### src/common/ccc_pkg.sv
// Shared constants for the calendar counter control block.
// Assumes one CPU clock and byte registers on a 20-bit address bus.
package ccc_pkg;

  // ****************************************************************
  // Bus shape
  // ****************************************************************
  localparam int ADDR_W = 20;
  localparam int DATA_W = 8;

  // ****************************************************************
  // Register byte addresses
  // ****************************************************************
  localparam logic [ADDR_W-1:0] PERIPHERAL_ENABLE_ADDR    = 20'hf00f0;
  localparam logic [ADDR_W-1:0] COUNTER_CONTROL_ZERO_ADDR = 20'hfff9d;
  localparam logic [ADDR_W-1:0] COUNTER_CONTROL_ONE_ADDR  = 20'hfff9e;

  // ****************************************************************
  // Reset values
  // ****************************************************************
  localparam logic [DATA_W-1:0] PERIPHERAL_ENABLE_RST    = 8'h00;
  localparam logic [DATA_W-1:0] COUNTER_CONTROL_ZERO_RST = 8'h00;
  localparam logic [DATA_W-1:0] COUNTER_CONTROL_ONE_RST  = 8'h00;
  localparam logic [DATA_W-1:0] UNMAPPED_READ            = 8'h00;

  // ****************************************************************
  // Field positions
  // ****************************************************************
  localparam int BUS_CLOCK_GATE_BIT  = 7;
  localparam int PER_RESERVED_BIT    = 1;
  localparam int COUNT_RUN_BIT       = 7;
  localparam int SECOND_TICK_EN_BIT  = 5;
  localparam int SUBCLK_OUT_EN_BIT   = 4;
  localparam int HOUR_FORMAT_BIT     = 3;
  localparam int PERIOD_SEL_LSB      = 0;
  localparam int PERIOD_SEL_W        = 3;
  localparam int ALARM_MATCH_EN_BIT  = 7;
  localparam int ALARM_IRQ_EN_BIT    = 6;
  localparam int ALARM_HIT_BIT       = 4;
  localparam int PERIOD_HIT_BIT      = 3;
  localparam int HOLD_ACK_BIT        = 1;
  localparam int HOLD_REQUEST_BIT    = 0;

  // ****************************************************************
  // Period select codes
  // ****************************************************************
  localparam logic [PERIOD_SEL_W-1:0] PER_NONE   = 3'h0;
  localparam logic [PERIOD_SEL_W-1:0] PER_HALF_S = 3'h1;
  localparam logic [PERIOD_SEL_W-1:0] PER_SECOND = 3'h2;
  localparam logic [PERIOD_SEL_W-1:0] PER_MINUTE = 3'h3;
  localparam logic [PERIOD_SEL_W-1:0] PER_HOUR   = 3'h4;
  localparam logic [PERIOD_SEL_W-1:0] PER_DAY    = 3'h5;

  // ****************************************************************
  // Sub-second counter and hour encoding
  // ****************************************************************
  localparam int                 SUBSEC_W    = 15;
  localparam logic [SUBSEC_W-1:0] SUBSEC_RST  = 15'h0000;
  localparam logic [SUBSEC_W-1:0] SUBSEC_LAST = 15'h7fff;
  localparam logic [SUBSEC_W-1:0] SUBSEC_HALF = 15'h3fff;
  localparam logic [7:0] HOUR_RST   = 8'h12;
  localparam logic [7:0] HOUR_ZERO  = 8'h00;
  localparam logic [7:0] HOUR_AM1   = 8'h01;
  localparam logic [7:0] HOUR_AM11  = 8'h11;
  localparam logic [7:0] HOUR_AM12  = 8'h12;
  localparam logic [7:0] HOUR_PM1   = 8'h21;
  localparam logic [7:0] HOUR_PM11  = 8'h31;
  localparam logic [7:0] HOUR_PM12  = 8'h32;
  localparam logic [7:0] HOUR_H23   = 8'h23;

  // ****************************************************************
  // Clock and hold handshake
  // ****************************************************************
  localparam int MCLK_PERIOD_NS = 50;

  typedef enum logic [2:0] {
    CCC_HOLD_RUN  = 3'b001,
    CCC_HOLD_WAIT = 3'b010,
    CCC_HOLD_HELD = 3'b100
  } ccc_hold_t;

endpackage

### src/design/ccc_top.sv
// Calendar counter control: bus registers, sub-second count, hold handshake,
// period and alarm events, 1 Hz and 32 kHz pin outputs.
// Assumes the seconds-and-up calendar chain and alarm value registers sit
// outside and exchange steps, carries and counts with this block.
// Behaviour
// - Gate low holds block in reset, ignores writes, reads defaults.
// - Gate low also resets counting, flags and pins; sub clock sampling keeps running.
// - Count run bit stops counting at 0, starts at 1.
// - Second tick pin drives 1 Hz when enabled, disabled otherwise.
// - Clock out pin drives the 32 kHz sub clock when enabled.
// - Hour format 0 selects 12-hour with AM/PM, 1 selects 24-hour.
// - 12-hour BCD hours: AM 12,01-11; PM 32,21-31.
// - Period select picks none, 0.5 s, 1 s, minute, hour, day, month.
// - Alarm match enable makes alarm comparison effective.
// - Alarm interrupt enable lets a match raise the shared interrupt.
// - Alarm flag updates only when enabled, sets one sub clock after match.
// - Period flag sets whenever a period event happens.
// - Writing 0 clears either flag; writing 1 does nothing.
// - Hold stops seconds and up; sub-second counter keeps running.
// - Hold acknowledge reads 0 while running, 1 once hold in effect.
// - Hold acknowledge rises within one sub clock of the request.
// - Overflow during hold steps seconds once after release; seconds write cancels.
// - Period and alarm share one interrupt; flags tell the cause.
`timescale 1ns/1ps
module ccc_top (
  // Clock and reset
  input  wire logic                   mclk,
  input  wire logic                   rst,
  // Register bus
  input  wire logic [ccc_pkg::ADDR_W-1:0] bus_addr,
  input  wire logic                   bus_wr,
  input  wire logic                   bus_rd,
  input  wire logic [ccc_pkg::DATA_W-1:0] bus_wdata,
  output logic      [ccc_pkg::DATA_W-1:0] bus_rdata,
  // Sub clock in
  input  wire logic                   subclk,
  // Calendar chain
  input  wire logic                   sec_write,
  input  wire logic                   carry_minute,
  input  wire logic                   carry_hour,
  input  wire logic                   carry_day,
  input  wire logic                   carry_month,
  input  wire logic [7:0]             cur_minute,
  input  wire logic [7:0]             cur_hour,
  input  wire logic [7:0]             cur_week,
  input  wire logic [7:0]             alarm_minute_value,
  input  wire logic [7:0]             alarm_hour_value,
  input  wire logic [7:0]             alarm_week_value,
  output logic                        sec_step,
  output logic                        counters_held,
  output logic                        hour_format_sel,
  output logic      [7:0]             hour_step_value,
  // Pins and interrupt
  output logic                        second_tick_pin,
  output logic                        second_tick_pin_oe,
  output logic                        subclk_out_pin,
  output logic                        subclk_out_pin_oe,
  output logic                        counter_irq
);
  import ccc_pkg::*;

  // ****************************************************************
  // Declarations
  // ****************************************************************
  logic [DATA_W-1:0]   per_q, per_d;
  logic [DATA_W-1:0]   ctl0_q, ctl0_d;
  logic                match_en_q, match_en_d;
  logic                alarm_irq_en_q, alarm_irq_en_d;
  logic                alarm_hit_q, alarm_hit_d;
  logic                period_hit_q, period_hit_d;
  logic                hold_req_q, hold_req_d;
  ccc_hold_t           hold_q, hold_d;
  logic [SUBSEC_W-1:0] subsec_q, subsec_d;
  logic                pending_q, pending_d;
  logic                step_q, step_d;
  logic                match_d1_q, match_d1_d;
  logic                match_d2_q, match_d2_d;
  logic                irq_q, irq_d;
  logic                tick_pin_q, tick_pin_d;
  logic                clk_pin_q, clk_pin_d;
  logic [7:0]          hstep_q, hstep_d;
  logic [DATA_W-1:0]   rdata_q, rdata_d;
  logic                blk_rst, gate;
  logic                sub_level, sub_tick;
  logic                wr0, wr1, alarm_match, half_ev, period_ev, alarm_ev;
  logic [PERIOD_SEL_W-1:0] psel;
  logic [DATA_W-1:0]   ctl1_view;

  // Sub clock sampled into mclk; never gated by the bus clock gate
  ccc_sync_rise #(.WIDTH(1)) u_sub_sync (
    .clk   (mclk),
    .rst   (rst),
    .din   (subclk),
    .level (sub_level),
    .rise  (sub_tick)
  );

  // ****************************************************************
  // Helper functions for BCD hour stepping
  // ****************************************************************
  function automatic logic [7:0] bcd_inc(input logic [7:0] v);
    logic [7:0] r;
    r = (v[3:0] == 4'h9) ? {v[7:4] + 4'h1, 4'h0} : v + 8'h01;
    return r;
  endfunction

  function automatic logic [7:0] hour_next(input logic [7:0] v, input logic fmt24);
    logic [7:0] r;
    r = bcd_inc(v);
    if (fmt24) begin
      if (v == HOUR_H23) r = HOUR_ZERO;
    end else begin
      if (v == HOUR_AM12) r = HOUR_AM1;
      else if (v == HOUR_AM11) r = HOUR_PM12;
      else if (v == HOUR_PM12) r = HOUR_PM1;
      else if (v == HOUR_PM11) r = HOUR_AM12;
    end
    return r;
  endfunction

  // ****************************************************************
  // Decode and field views
  // ****************************************************************
  // Block reset while the gate is low
  assign gate    = per_q[BUS_CLOCK_GATE_BIT];
  assign blk_rst = rst | ~gate;
  assign wr0     = bus_wr & gate & (bus_addr == COUNTER_CONTROL_ZERO_ADDR);
  assign wr1     = bus_wr & gate & (bus_addr == COUNTER_CONTROL_ONE_ADDR);
  assign psel    = ctl0_q[PERIOD_SEL_LSB +: PERIOD_SEL_W];
  assign ctl1_view = {match_en_q, alarm_irq_en_q, 1'b0, alarm_hit_q, period_hit_q,
                      1'b0, (hold_q == CCC_HOLD_HELD), hold_req_q};

  // Alarm compare of week, hour and minute
  assign alarm_match = match_en_q & (cur_week == alarm_week_value) &
                       (cur_hour == alarm_hour_value) &
                       (cur_minute == alarm_minute_value);
  assign half_ev  = sub_tick & ctl0_q[COUNT_RUN_BIT] & (subsec_q == SUBSEC_HALF);
  assign alarm_ev = sub_tick & match_d1_q & ~match_d2_q;

  // Period event select, qualified by the seconds step; 0.5 s also fires at the half-second point
  always_comb begin
    case (psel)
      PER_NONE:   period_ev = 1'b0;
      PER_HALF_S: period_ev = step_q | half_ev;
      PER_SECOND: period_ev = step_q;
      PER_MINUTE: period_ev = step_q & carry_minute;
      PER_HOUR:   period_ev = step_q & carry_hour;
      PER_DAY:    period_ev = step_q & carry_day;
      default:    period_ev = step_q & carry_month;
    endcase
  end

  // ****************************************************************
  // Peripheral enable register (not held by the gate)
  // ****************************************************************
  always_comb begin
    per_d = per_q;
    if (bus_wr && bus_addr == PERIPHERAL_ENABLE_ADDR) begin
      per_d = bus_wdata;
      per_d[PER_RESERVED_BIT] = 1'b0;
    end
  end

  always_ff @(posedge mclk) begin
    if (rst) begin
      per_q <= PERIPHERAL_ENABLE_RST;
    end else begin
      per_q <= per_d;
    end
  end

  // ****************************************************************
  // Control registers and flags
  // ****************************************************************
  // Writes, flag clear by zero, hardware set wins
  always_comb begin
    ctl0_d         = ctl0_q;
    match_en_d     = match_en_q;
    alarm_irq_en_d = alarm_irq_en_q;
    hold_req_d     = hold_req_q;
    alarm_hit_d    = alarm_hit_q;
    period_hit_d   = period_hit_q;
    if (wr0) begin
      ctl0_d = bus_wdata;
      ctl0_d[6] = 1'b0;
    end
    if (wr1) begin
      match_en_d     = bus_wdata[ALARM_MATCH_EN_BIT];
      alarm_irq_en_d = bus_wdata[ALARM_IRQ_EN_BIT];
      hold_req_d     = bus_wdata[HOLD_REQUEST_BIT];
      if (!bus_wdata[ALARM_HIT_BIT]) alarm_hit_d = 1'b0;
      if (!bus_wdata[PERIOD_HIT_BIT]) period_hit_d = 1'b0;
    end
    if (alarm_ev) alarm_hit_d = 1'b1;
    if (period_ev) period_hit_d = 1'b1;
  end

  always_ff @(posedge mclk) begin
    if (blk_rst) begin
      ctl0_q         <= COUNTER_CONTROL_ZERO_RST;
      match_en_q     <= COUNTER_CONTROL_ONE_RST[ALARM_MATCH_EN_BIT];
      alarm_irq_en_q <= COUNTER_CONTROL_ONE_RST[ALARM_IRQ_EN_BIT];
      hold_req_q     <= COUNTER_CONTROL_ONE_RST[HOLD_REQUEST_BIT];
      alarm_hit_q    <= COUNTER_CONTROL_ONE_RST[ALARM_HIT_BIT];
      period_hit_q   <= COUNTER_CONTROL_ONE_RST[PERIOD_HIT_BIT];
    end else begin
      ctl0_q         <= ctl0_d;
      match_en_q     <= match_en_d;
      alarm_irq_en_q <= alarm_irq_en_d;
      hold_req_q     <= hold_req_d;
      alarm_hit_q    <= alarm_hit_d;
      period_hit_q   <= period_hit_d;
    end
  end

  // ****************************************************************
  // Hold handshake
  // ****************************************************************
  // Acknowledge on the next sub clock edge after the request
  always_comb begin
    case (hold_q)
      CCC_HOLD_RUN:  hold_d = hold_req_q ? CCC_HOLD_WAIT : CCC_HOLD_RUN;
      CCC_HOLD_WAIT: hold_d = !hold_req_q ? CCC_HOLD_RUN :
                              (sub_tick ? CCC_HOLD_HELD : CCC_HOLD_WAIT);
      CCC_HOLD_HELD: hold_d = hold_req_q ? CCC_HOLD_HELD : CCC_HOLD_RUN;
      default:       hold_d = CCC_HOLD_RUN;
    endcase
  end

  always_ff @(posedge mclk) begin
    if (blk_rst) begin
      hold_q <= CCC_HOLD_RUN;
    end else begin
      hold_q <= hold_d;
    end
  end

  // ****************************************************************
  // Sub-second counter, seconds step and alarm pipeline
  // ****************************************************************
  always_comb begin
    subsec_d   = subsec_q;
    pending_d  = pending_q;
    step_d     = 1'b0;
    match_d1_d = match_d1_q;
    match_d2_d = match_d2_q;
    if (sub_tick) begin
      match_d1_d = alarm_match;
      match_d2_d = match_d1_q;
    end
    if (sub_tick && ctl0_q[COUNT_RUN_BIT]) begin
      subsec_d = (subsec_q == SUBSEC_LAST) ? SUBSEC_RST : subsec_q + 15'h0001;
      if (hold_req_q) begin
        if (subsec_q == SUBSEC_LAST) pending_d = 1'b1;
      end else if ((subsec_q == SUBSEC_LAST) || pending_q) begin
        step_d    = 1'b1;
        pending_d = 1'b0;
      end
    end
    if (sec_write) begin
      subsec_d  = SUBSEC_RST;
      pending_d = 1'b0;
      step_d    = 1'b0;
    end
  end

  always_ff @(posedge mclk) begin
    if (blk_rst) begin
      subsec_q   <= SUBSEC_RST;
      pending_q  <= 1'b0;
      step_q     <= 1'b0;
      match_d1_q <= 1'b0;
      match_d2_q <= 1'b0;
    end else begin
      subsec_q   <= subsec_d;
      pending_q  <= pending_d;
      step_q     <= step_d;
      match_d1_q <= match_d1_d;
      match_d2_q <= match_d2_d;
    end
  end

  // ****************************************************************
  // Outputs: interrupt, pins, hour step, read data
  // ****************************************************************
  always_comb begin
    irq_d      = period_ev | (alarm_ev & alarm_irq_en_q);
    tick_pin_d = ctl0_q[SECOND_TICK_EN_BIT] & ~subsec_q[SUBSEC_W-1];
    clk_pin_d  = ctl0_q[SUBCLK_OUT_EN_BIT] & sub_level;
    hstep_d    = hour_next(cur_hour, ctl0_q[HOUR_FORMAT_BIT]);
    rdata_d    = rdata_q;
    if (bus_rd) begin
      if (bus_addr == PERIPHERAL_ENABLE_ADDR) rdata_d = per_q;
      else if (bus_addr == COUNTER_CONTROL_ZERO_ADDR) rdata_d = ctl0_q;
      else if (bus_addr == COUNTER_CONTROL_ONE_ADDR) rdata_d = ctl1_view;
      else rdata_d = UNMAPPED_READ;
    end
  end

  always_ff @(posedge mclk) begin
    if (blk_rst) begin
      irq_q      <= 1'b0;
      tick_pin_q <= 1'b0;
      clk_pin_q  <= 1'b0;
      hstep_q    <= HOUR_RST;
    end else begin
      irq_q      <= irq_d;
      tick_pin_q <= tick_pin_d;
      clk_pin_q  <= clk_pin_d;
      hstep_q    <= hstep_d;
    end
  end

  // Read data keeps working while the gate is low
  always_ff @(posedge mclk) begin
    if (rst) begin
      rdata_q <= UNMAPPED_READ;
    end else begin
      rdata_q <= rdata_d;
    end
  end

  assign bus_rdata          = rdata_q;
  assign sec_step           = step_q;
  assign counters_held      = hold_req_q;
  assign hour_format_sel    = ctl0_q[HOUR_FORMAT_BIT];
  assign hour_step_value    = hstep_q;
  assign second_tick_pin    = tick_pin_q;
  assign second_tick_pin_oe = ctl0_q[SECOND_TICK_EN_BIT];
  assign subclk_out_pin     = clk_pin_q;
  assign subclk_out_pin_oe  = ctl0_q[SUBCLK_OUT_EN_BIT];
  assign counter_irq        = irq_q;

  // ****************************************************************
  // Checks
  // ****************************************************************
  gate_low_reset_a: assert property (@(posedge mclk) disable iff (rst)
    !gate |=> (ctl0_q == COUNTER_CONTROL_ZERO_RST) && !hold_req_q)
    else $error("control not held at default with gate low");
  run_stop_a: assert property (@(posedge mclk) disable iff (blk_rst)
    !ctl0_q[COUNT_RUN_BIT] && !sec_write |=> $stable(subsec_q))
    else $error("sub-second count moved while stopped");
  tick_pin_a: assert property (@(posedge mclk) disable iff (blk_rst)
    !ctl0_q[SECOND_TICK_EN_BIT] |=> !second_tick_pin)
    else $error("second tick pin active while disabled");
  hold_no_step_a: assert property (@(posedge mclk) disable iff (blk_rst)
    hold_req_q && $past(hold_req_q) |-> !step_q)
    else $error("seconds stepped during hold");
  ack_low_a: assert property (@(posedge mclk) disable iff (blk_rst)
    !hold_req_q |=> !ctl1_view[HOLD_ACK_BIT])
    else $error("hold ack high without request");
  ack_rise_a: assert property (@(posedge mclk) disable iff (blk_rst)
    hold_req_q && sub_tick && hold_q == CCC_HOLD_WAIT |=> hold_q == CCC_HOLD_HELD)
    else $error("hold ack missed first sub clock edge");
  pend_step_a: assert property (@(posedge mclk) disable iff (blk_rst)
    pending_q && !hold_req_q && sub_tick && ctl0_q[COUNT_RUN_BIT] && !sec_write
    |=> step_q && !pending_q)
    else $error("pending seconds step not taken after release");
  flag_set_a: assert property (@(posedge mclk) disable iff (blk_rst)
    period_ev |=> period_hit_q ##0 counter_irq)
    else $error("period event lost flag or interrupt");
  alarm_gate_a: assert property (@(posedge mclk) disable iff (blk_rst)
    alarm_ev && !alarm_irq_en_q && !period_ev |=> !counter_irq)
    else $error("alarm raised interrupt while disabled");
  flag_one_a: assert property (@(posedge mclk) disable iff (blk_rst)
    wr1 && bus_wdata[ALARM_HIT_BIT] && !alarm_hit_q && !alarm_ev |=> !alarm_hit_q)
    else $error("writing one set the alarm flag");

endmodule

### src/design/ccc_sync_rise.sv
// Two-stage synchroniser with rising-edge detect, WIDTH lanes.
// Assumes din may change at any time relative to clk.
`timescale 1ns/1ps
module ccc_sync_rise #(
  parameter int WIDTH = 1
) (
  // Clock and reset
  input  wire logic             clk,
  input  wire logic             rst,
  // Raw input and results
  input  wire logic [WIDTH-1:0] din,
  output logic      [WIDTH-1:0] level,
  output logic      [WIDTH-1:0] rise
);

  logic [WIDTH-1:0] meta_q;
  logic [WIDTH-1:0] meta_d;
  logic [WIDTH-1:0] stab_q;
  logic [WIDTH-1:0] stab_d;
  logic [WIDTH-1:0] prev_q;
  logic [WIDTH-1:0] prev_d;

  // Next values: first stage only feeds the second
  always_comb begin
    meta_d = din;
    stab_d = meta_q;
    prev_d = stab_q;
  end

  // Register stages
  always_ff @(posedge clk) begin
    if (rst) begin
      meta_q <= '0;
      stab_q <= '0;
      prev_q <= '0;
    end else begin
      meta_q <= meta_d;
      stab_q <= stab_d;
      prev_q <= prev_d;
    end
  end

  assign level = stab_q;
  assign rise  = stab_q & ~prev_q;

endmodule

### config.mk
export PLATFORM = sky130hd
export DESIGN_NAME = ccc_top
export DESIGN_NICKNAME = d
export VERILOG_FILES = /design/src/common/ccc_pkg.sv /design/src/design/ccc_top.sv /design/src/design/ccc_sync_rise.sv
export SDC_FILE = /design/constraint.sdc
export NUM_CORES = 1
export LEC_CHECK = 0
export ABC_CLOCK_PERIOD_IN_PS = 2350
export BUFFER_PORTS_ARGS = -buffer_cell sky130_fd_sc_hd__clkbuf_2
export CELL_PAD_IN_SITES_DETAIL_PLACEMENT = 0
export CELL_PAD_IN_SITES_GLOBAL_PLACEMENT = 1
export CORE_MARGIN = 2
export CORE_UTILIZATION = 41
export CTS_BUF_LIST = sky130_fd_sc_hd__clkbuf_8
export DETAILED_ROUTE_END_ITERATION = 12
export GPL_ROUTABILITY_DRIVEN = 0
export PLACE_DENSITY_LB_ADDON = 0.1
export SYNTH_ARGS = -nofsm -noshare
export SYNTH_HDL_FRONTEND = slang
export SYNTH_SLANG_ARGS = --single-unit
### constraint.sdc
create_clock -name mclk -period 2.35 [get_ports mclk]
set_input_delay 0.1175 -clock mclk [delete_from_list [all_inputs] [get_ports mclk]]
set_output_delay 0.1175 -clock mclk [all_outputs]
set_load 0.1 [all_outputs]
### Yosys cells after proc, flatten, opt, wreduce, memory -nomap -nowiden

Cells that the tools add are included.

* bits in registers: 63
* input port bits: 86
* word-level logic and storage cells: 114

* $add $sub $neg: 3
* eq/ne operators: 25
* muxes and demuxes: 27
* bitwise gates (word level): 26
* reductions and logical operators: 12

Operator list (number)
* $mux W8: 10
* $eq A20 B20 Y1 const B: 3
* $eq A8 B6 Y1 const B: 3
* $eq A8 B8 Y1: 3
* $and A1 B1 Y1: 18
* $eq A8 B5 Y1 const B: 2
* $add A15 B1 Y15 const B: 1
* $eq A15 B14 Y1 const B: 1
* $eq A15 B15 Y1 const B: 1
* $mux W15: 1
* $mux W1: 10
* $eq A3 B2 Y1 const B: 3
* $eq A3 B3 Y1 const B: 3
* $mux W3: 3
* $pmux W3 S3: 1
* $add A8 B1 Y8 const B: 1
* $eq A3 B1 Y1 const B: 2
* $ne A2 B1 Y1 const B: 3
* $pmux W1 S6: 1
* $reduce_bool A2 Y1: 3
* $not A1 Y1: 5
* $add A4 B1 Y4 const B: 1
* $eq A4 B4 Y1 const B: 1
* $reduce_and A2 Y1: 2
* other kinds (8): 11

### Depth between registers and ports, before layout

* depth after elaboration: 8
* mapped depth: 7
* depth with buffers taken out: 6

### Cells and area by module

From an unflattened synthesis, not the netlist that was laid out.

* cell total of the unflattened synthesis: 418
* area total of the unflattened synthesis: 3410.8 µm²

By module, submodules not included
* ccc_top: instances 1, cells each 411, area an instance 3323.2 µm², seq. area each 1201.2 µm²
* ccc_sync_rise: instances 1, cells each 7, area an instance 87.6 µm², seq. area each 60.1 µm²

### Worst setup path before layout

No wires, ideal clock.

* path kind: register to register
* start: register ctl0_q[3]
* end: register hstep_q[1], in the netlist hour_step_value[1]
* library setup time: 0.074 ns
* arrival: 1.627 ns
* required time: 2.276 ns
* setup slack: 0.649 ns
* stages on the path, launching flop included: 5
* path buffers: 0
* clock period less this slack: 1.701 ns
* cell sequence: dfxtp_1 > o21bai_1 > o21ai_0 > and3_1 > o21ai_0

* cells in the longest elaborated chain, start to end: 1

Ends and longest elaborated chain
* start: declaration: line ccc_top.sv:66 `logic [DATA_W-1:0] ctl0_q, ctl0_d;`
* start signal: assignment: line ccc_top.sv:207 `ctl0_q <= ctl0_d;`
* $mux W8: line ccc_top.sv:110 `if (fmt24) begin`
* end signal: assignment: line ccc_top.sv:310 `hstep_q <= hstep_d;`
* end: declaration: line ccc_top.sv:81 `logic [7:0] hstep_q, hstep_d;`

No other way between the ends.
A chain may end at the register's enable or synchronous reset.

### Final worst setup path

* start: register u_sub_sync.stab_q, in the netlist u_sub_sync.level
* end: register subsec_q[13]

* cells in the longest elaborated chain, start to end: 2

Ends and longest elaborated chain
* start: declaration: line ccc_sync_rise.sv:18 `logic [WIDTH-1:0] stab_q;`
* start signal: assignment: line ccc_sync_rise.sv:38 `stab_q <= stab_d;`
* $and A1 B1 Y1: line ccc_sync_rise.sv:44 `assign rise = stab_q & ~prev_q;`
* $logic_and A1 B1 Y1: line ccc_top.sv:251 `if (sub_tick && ctl0_q[COUNT_RUN_BIT]) begin`
* end signal: assignment: line ccc_top.sv:275 `subsec_q <= subsec_d;`
* end: declaration: line ccc_top.sv:73 `logic [SUBSEC_W-1:0] subsec_q, subsec_d;`

No other way between the ends.

==> metrics.csv <==
metric;value;unit
grt_pass1_wl;14940;um
synthesis.area;0.003403;mm^2
async_reset_ff_frac;0;
fin_crit_sh;0.7301;
cp-end-kind;register;
dieArea;0.009045;mm^2
io_buffers;109;
start_util;0.4184;
setup_tns;0;ns
cts_max_path_buffers;2;
slew_viol_final;0;
ys.flop_type;dfxtp_1;
nFillCells;823;
worst_pin_slew;0.7365;ns
p_clk_frac;0.443;
internal-power;1.785;mW
critical_path.startpoint;u_sub_sync.level;
fin_nets;612;
p_leak;1.686;nW
slew_headroom;0.5049;
syn2layout_area_growth;26.07;%
hold_viol;0;
dp_worst_setup_slack;0.6495;ns
num_rows;33;
critPathSlowestCell;or3_4;
seqCellArea;0.001261;mm^2
crit_chain;nand3b_2, or3_4, or4_1, a21oi_1;
p_switching;535.6;uW
final_util;0.5275;
crit_path_end;subsec_q[13];
worst_ep_required_time;2.63;ns
vias_per_cell;5.477;
timing.rr.end;subsec_q[13];
cts_htree_levels;3;
arrival;1.99;ns
seq_power_share;0.462;
crit_type;register to register;
hold_ws;0.02643;ns
antennaDiodeCount;0;
grt.overflow.total;0;
power;2.321;mW
firstDrtPassIters;4;
cts_tree;yes;
drc;0;
multi_input_area;0.002042;mm^2
rsz0062_at_grt;no;
grt_pass1_vias;3196;
grt_start_max_net_pins;16;
r2r-start;u_sub_sync.level;
core;0.008134;mm^2
cts_sinks;63;
clkLatencyLatePin;0.34;ns
max_freq;0.5829;GHz
final_cell_mix;clkbuf_2 (109), dfxtp_1 (63), nor2_1 (30);
final.setup_skew;0.01036;ns
clkSlewWorstSetupHoldPaths;0.07;ns
drt_iter0_markers;112;
wl_per_cell;14.90;um
vdd_drop_max;0.0003266;V
final-setup-viol-count;0;
holdCritPathClass;primary input to register;
worstRegToRegCells;4;
crit_cells;4;
rrSetupSlack;0.63;ns
crit_buf_inv;0;
die_w;95.11;um
cap_violations;0;
comb_power_share;0.095;
synth.distinct_cells;57;
synth_edf_count;0;
via_count;3456;
drt-total-wl;9401;um
antenna_found_initial;0;
final_common_cell;clkbuf_2;
avgSynthCellArea;8.280;um^2
grt_use_total;0.2146;
startpoint_type;register;
cts-root-buf;clkbuf_8;
die_y;95.11;um
cts_buffers;9;
yosysWarnings;0;
drive_gt1_frac;0.2643;
ys_ff_latch;63;
syn_nets;501;
swShare;0.2308;
post-route-min-period;1.716;ns
cp_top_family;simple AND/OR/NAND/NOR gates;
cp_max_fo;10;
status;finished, final reports clean;
worst_slack;0.6343;ns
yosysSeqAreaShare;0.3706;
ant_nets;0;
cts_setup_buffers;0;
p_per_area;541.0;mW/mm^2
synthCells;411;
dp_hpwl;7250;um
max_stage_delay;0.45;ns
top_level_ports;110;
per-layer routing:
| layer | global-route usage | wire (um) | part of all wire | vias up |
|---|---|---|---|---|
| li1 | - | - | - | 1742 |
| met1 | 0.2682 | 4319 | 0.46 | 1588 |
| met2 | 0.3615 | 4424 | 0.47 | 112 |
| met3 | 0.03636 | 487 | 0.052 | 14 |
| met4 | 0.09541 | 170 | 0.018 | 0 |
| met5 | 0 | 0 | 0 | - |
synth_stat cells (3+ instances only):
| cell type | instances | share of area |
|---|---|---|
| nand4_1 | 25 | 0.046 |
| nand3_1 | 28 | 0.041 |
| nor2b_1 | 11 | 0.020 |
| nand3b_1 | 4 | 0.0088 |
| inv_1 | 9 | 0.0099 |
| o31ai_1 | 4 | 0.0088 |
| and3_1 | 11 | 0.020 |
| nor3_1 | 8 | 0.012 |
| nor2_1 | 30 | 0.033 |
| ha_1 | 4 | 0.015 |
| o21ai_0 | 13 | 0.019 |
| xnor2_1 | 14 | 0.036 |
| o211ai_1 | 5 | 0.011 |
| xor2_1 | 26 | 0.067 |
| or4_1 | 3 | 0.0066 |
| o21ai_1 | 15 | 0.022 |
| a21oi_1 | 27 | 0.040 |
| clkbuf_1 | 15 | 0.017 |
| a31oi_1 | 3 | 0.0055 |
| dfxtp_1 | 63 | 0.37 |
| nand2_1 | 23 | 0.025 |
| a211oi_1 | 3 | 0.0066 |
| nor3b_1 | 4 | 0.0088 |
| nor4_1 | 15 | 0.028 |
| nand2b_1 | 8 | 0.015 |
timing repair:
item,CTS,global route
resized for setup,0,0
hold buffers,2,0
hold endpoints to repair,2,0
flip-flops by register name, indices dropped and copies added, names as in the netlist, 3 cells and up:
signal and cells:
bus_rdata 8, ctl0_q 7, hold_q 3, hour_step_value 8
per_q 7, subsec_q 15
cell families after synthesis:
kind of cell / after synthesis / share of synthesized area
DFF: 63 / 0.3706
AOI/OAI and AO/OA: 83 / 0.1456
adders and majority gates: 4 / 0.01471
muxes: 2 / 0.005883
buffers and inverters: 26 / 0.02941
and+or+nand+nor: 193 / 0.3309
xor gates and xnor gates: 40 / 0.1029
worst register-to-register path, delay by kind of cell, from the launching register on:
family	cells	cell delay, ns
flops	1	0.43
compound gates	1	0.14
simple gates	3	1.09
how the worst min path moves through the flow:
stage	slack, ns	endpoint	start	cells after the start
finish	0.03	ctl0_q[1]	bus_wdata[1]	3
global route	0.03	ctl0_q[2]	bus_wdata[2]	3
CTS	0.02	ctl0_q[1]	bus_wdata[1]	3
detailed placement	0.33	u_sub_sync.meta_q	subclk	2
global placement	0.33	u_sub_sync.meta_q	subclk	2
floorplan	0.21	bus_rdata[6]	bus_rd	1
layout make-up:
type                    count  share of cell area
multi-input cells         322              0.4759
flip-flops and latches     63              0.2940
repair buffers            117              0.1423
clock buffers              10             0.03208
well taps                 105             0.03062
clock inverters             5             0.01721
inverters                   9            0.007874
power groups by stage:
| stage | clock network, mW | logic [mW] | registers, mW |
|---|---|---|---|
| 6_report | 1.03 | 0.221 | 1.07 |
| 4_1_cts | 1.05 | 0.222 | 1.07 |
| 3_5_place_dp | 0 | 0.218 | 1.10 |
| 3_3_place_gp | 0 | 0.217 | 1.10 |
| 2_1_floorplan | 0 | 0.0989 | 1.10 |
| 5_1_grt | 1.09 | 0.244 | 1.07 |
metrics by stage:
stage | instances | cell area [um^2]
3_5_place_dp | 614 | 4059
3_3_place_gp | 614 | 4059
4_1_cts | 631 | 4290
5_1_grt | 631 | 4290
2_1_floorplan | 411 | 3403
6_report | 631 | 4290
(Power assumes the default switching activity.)
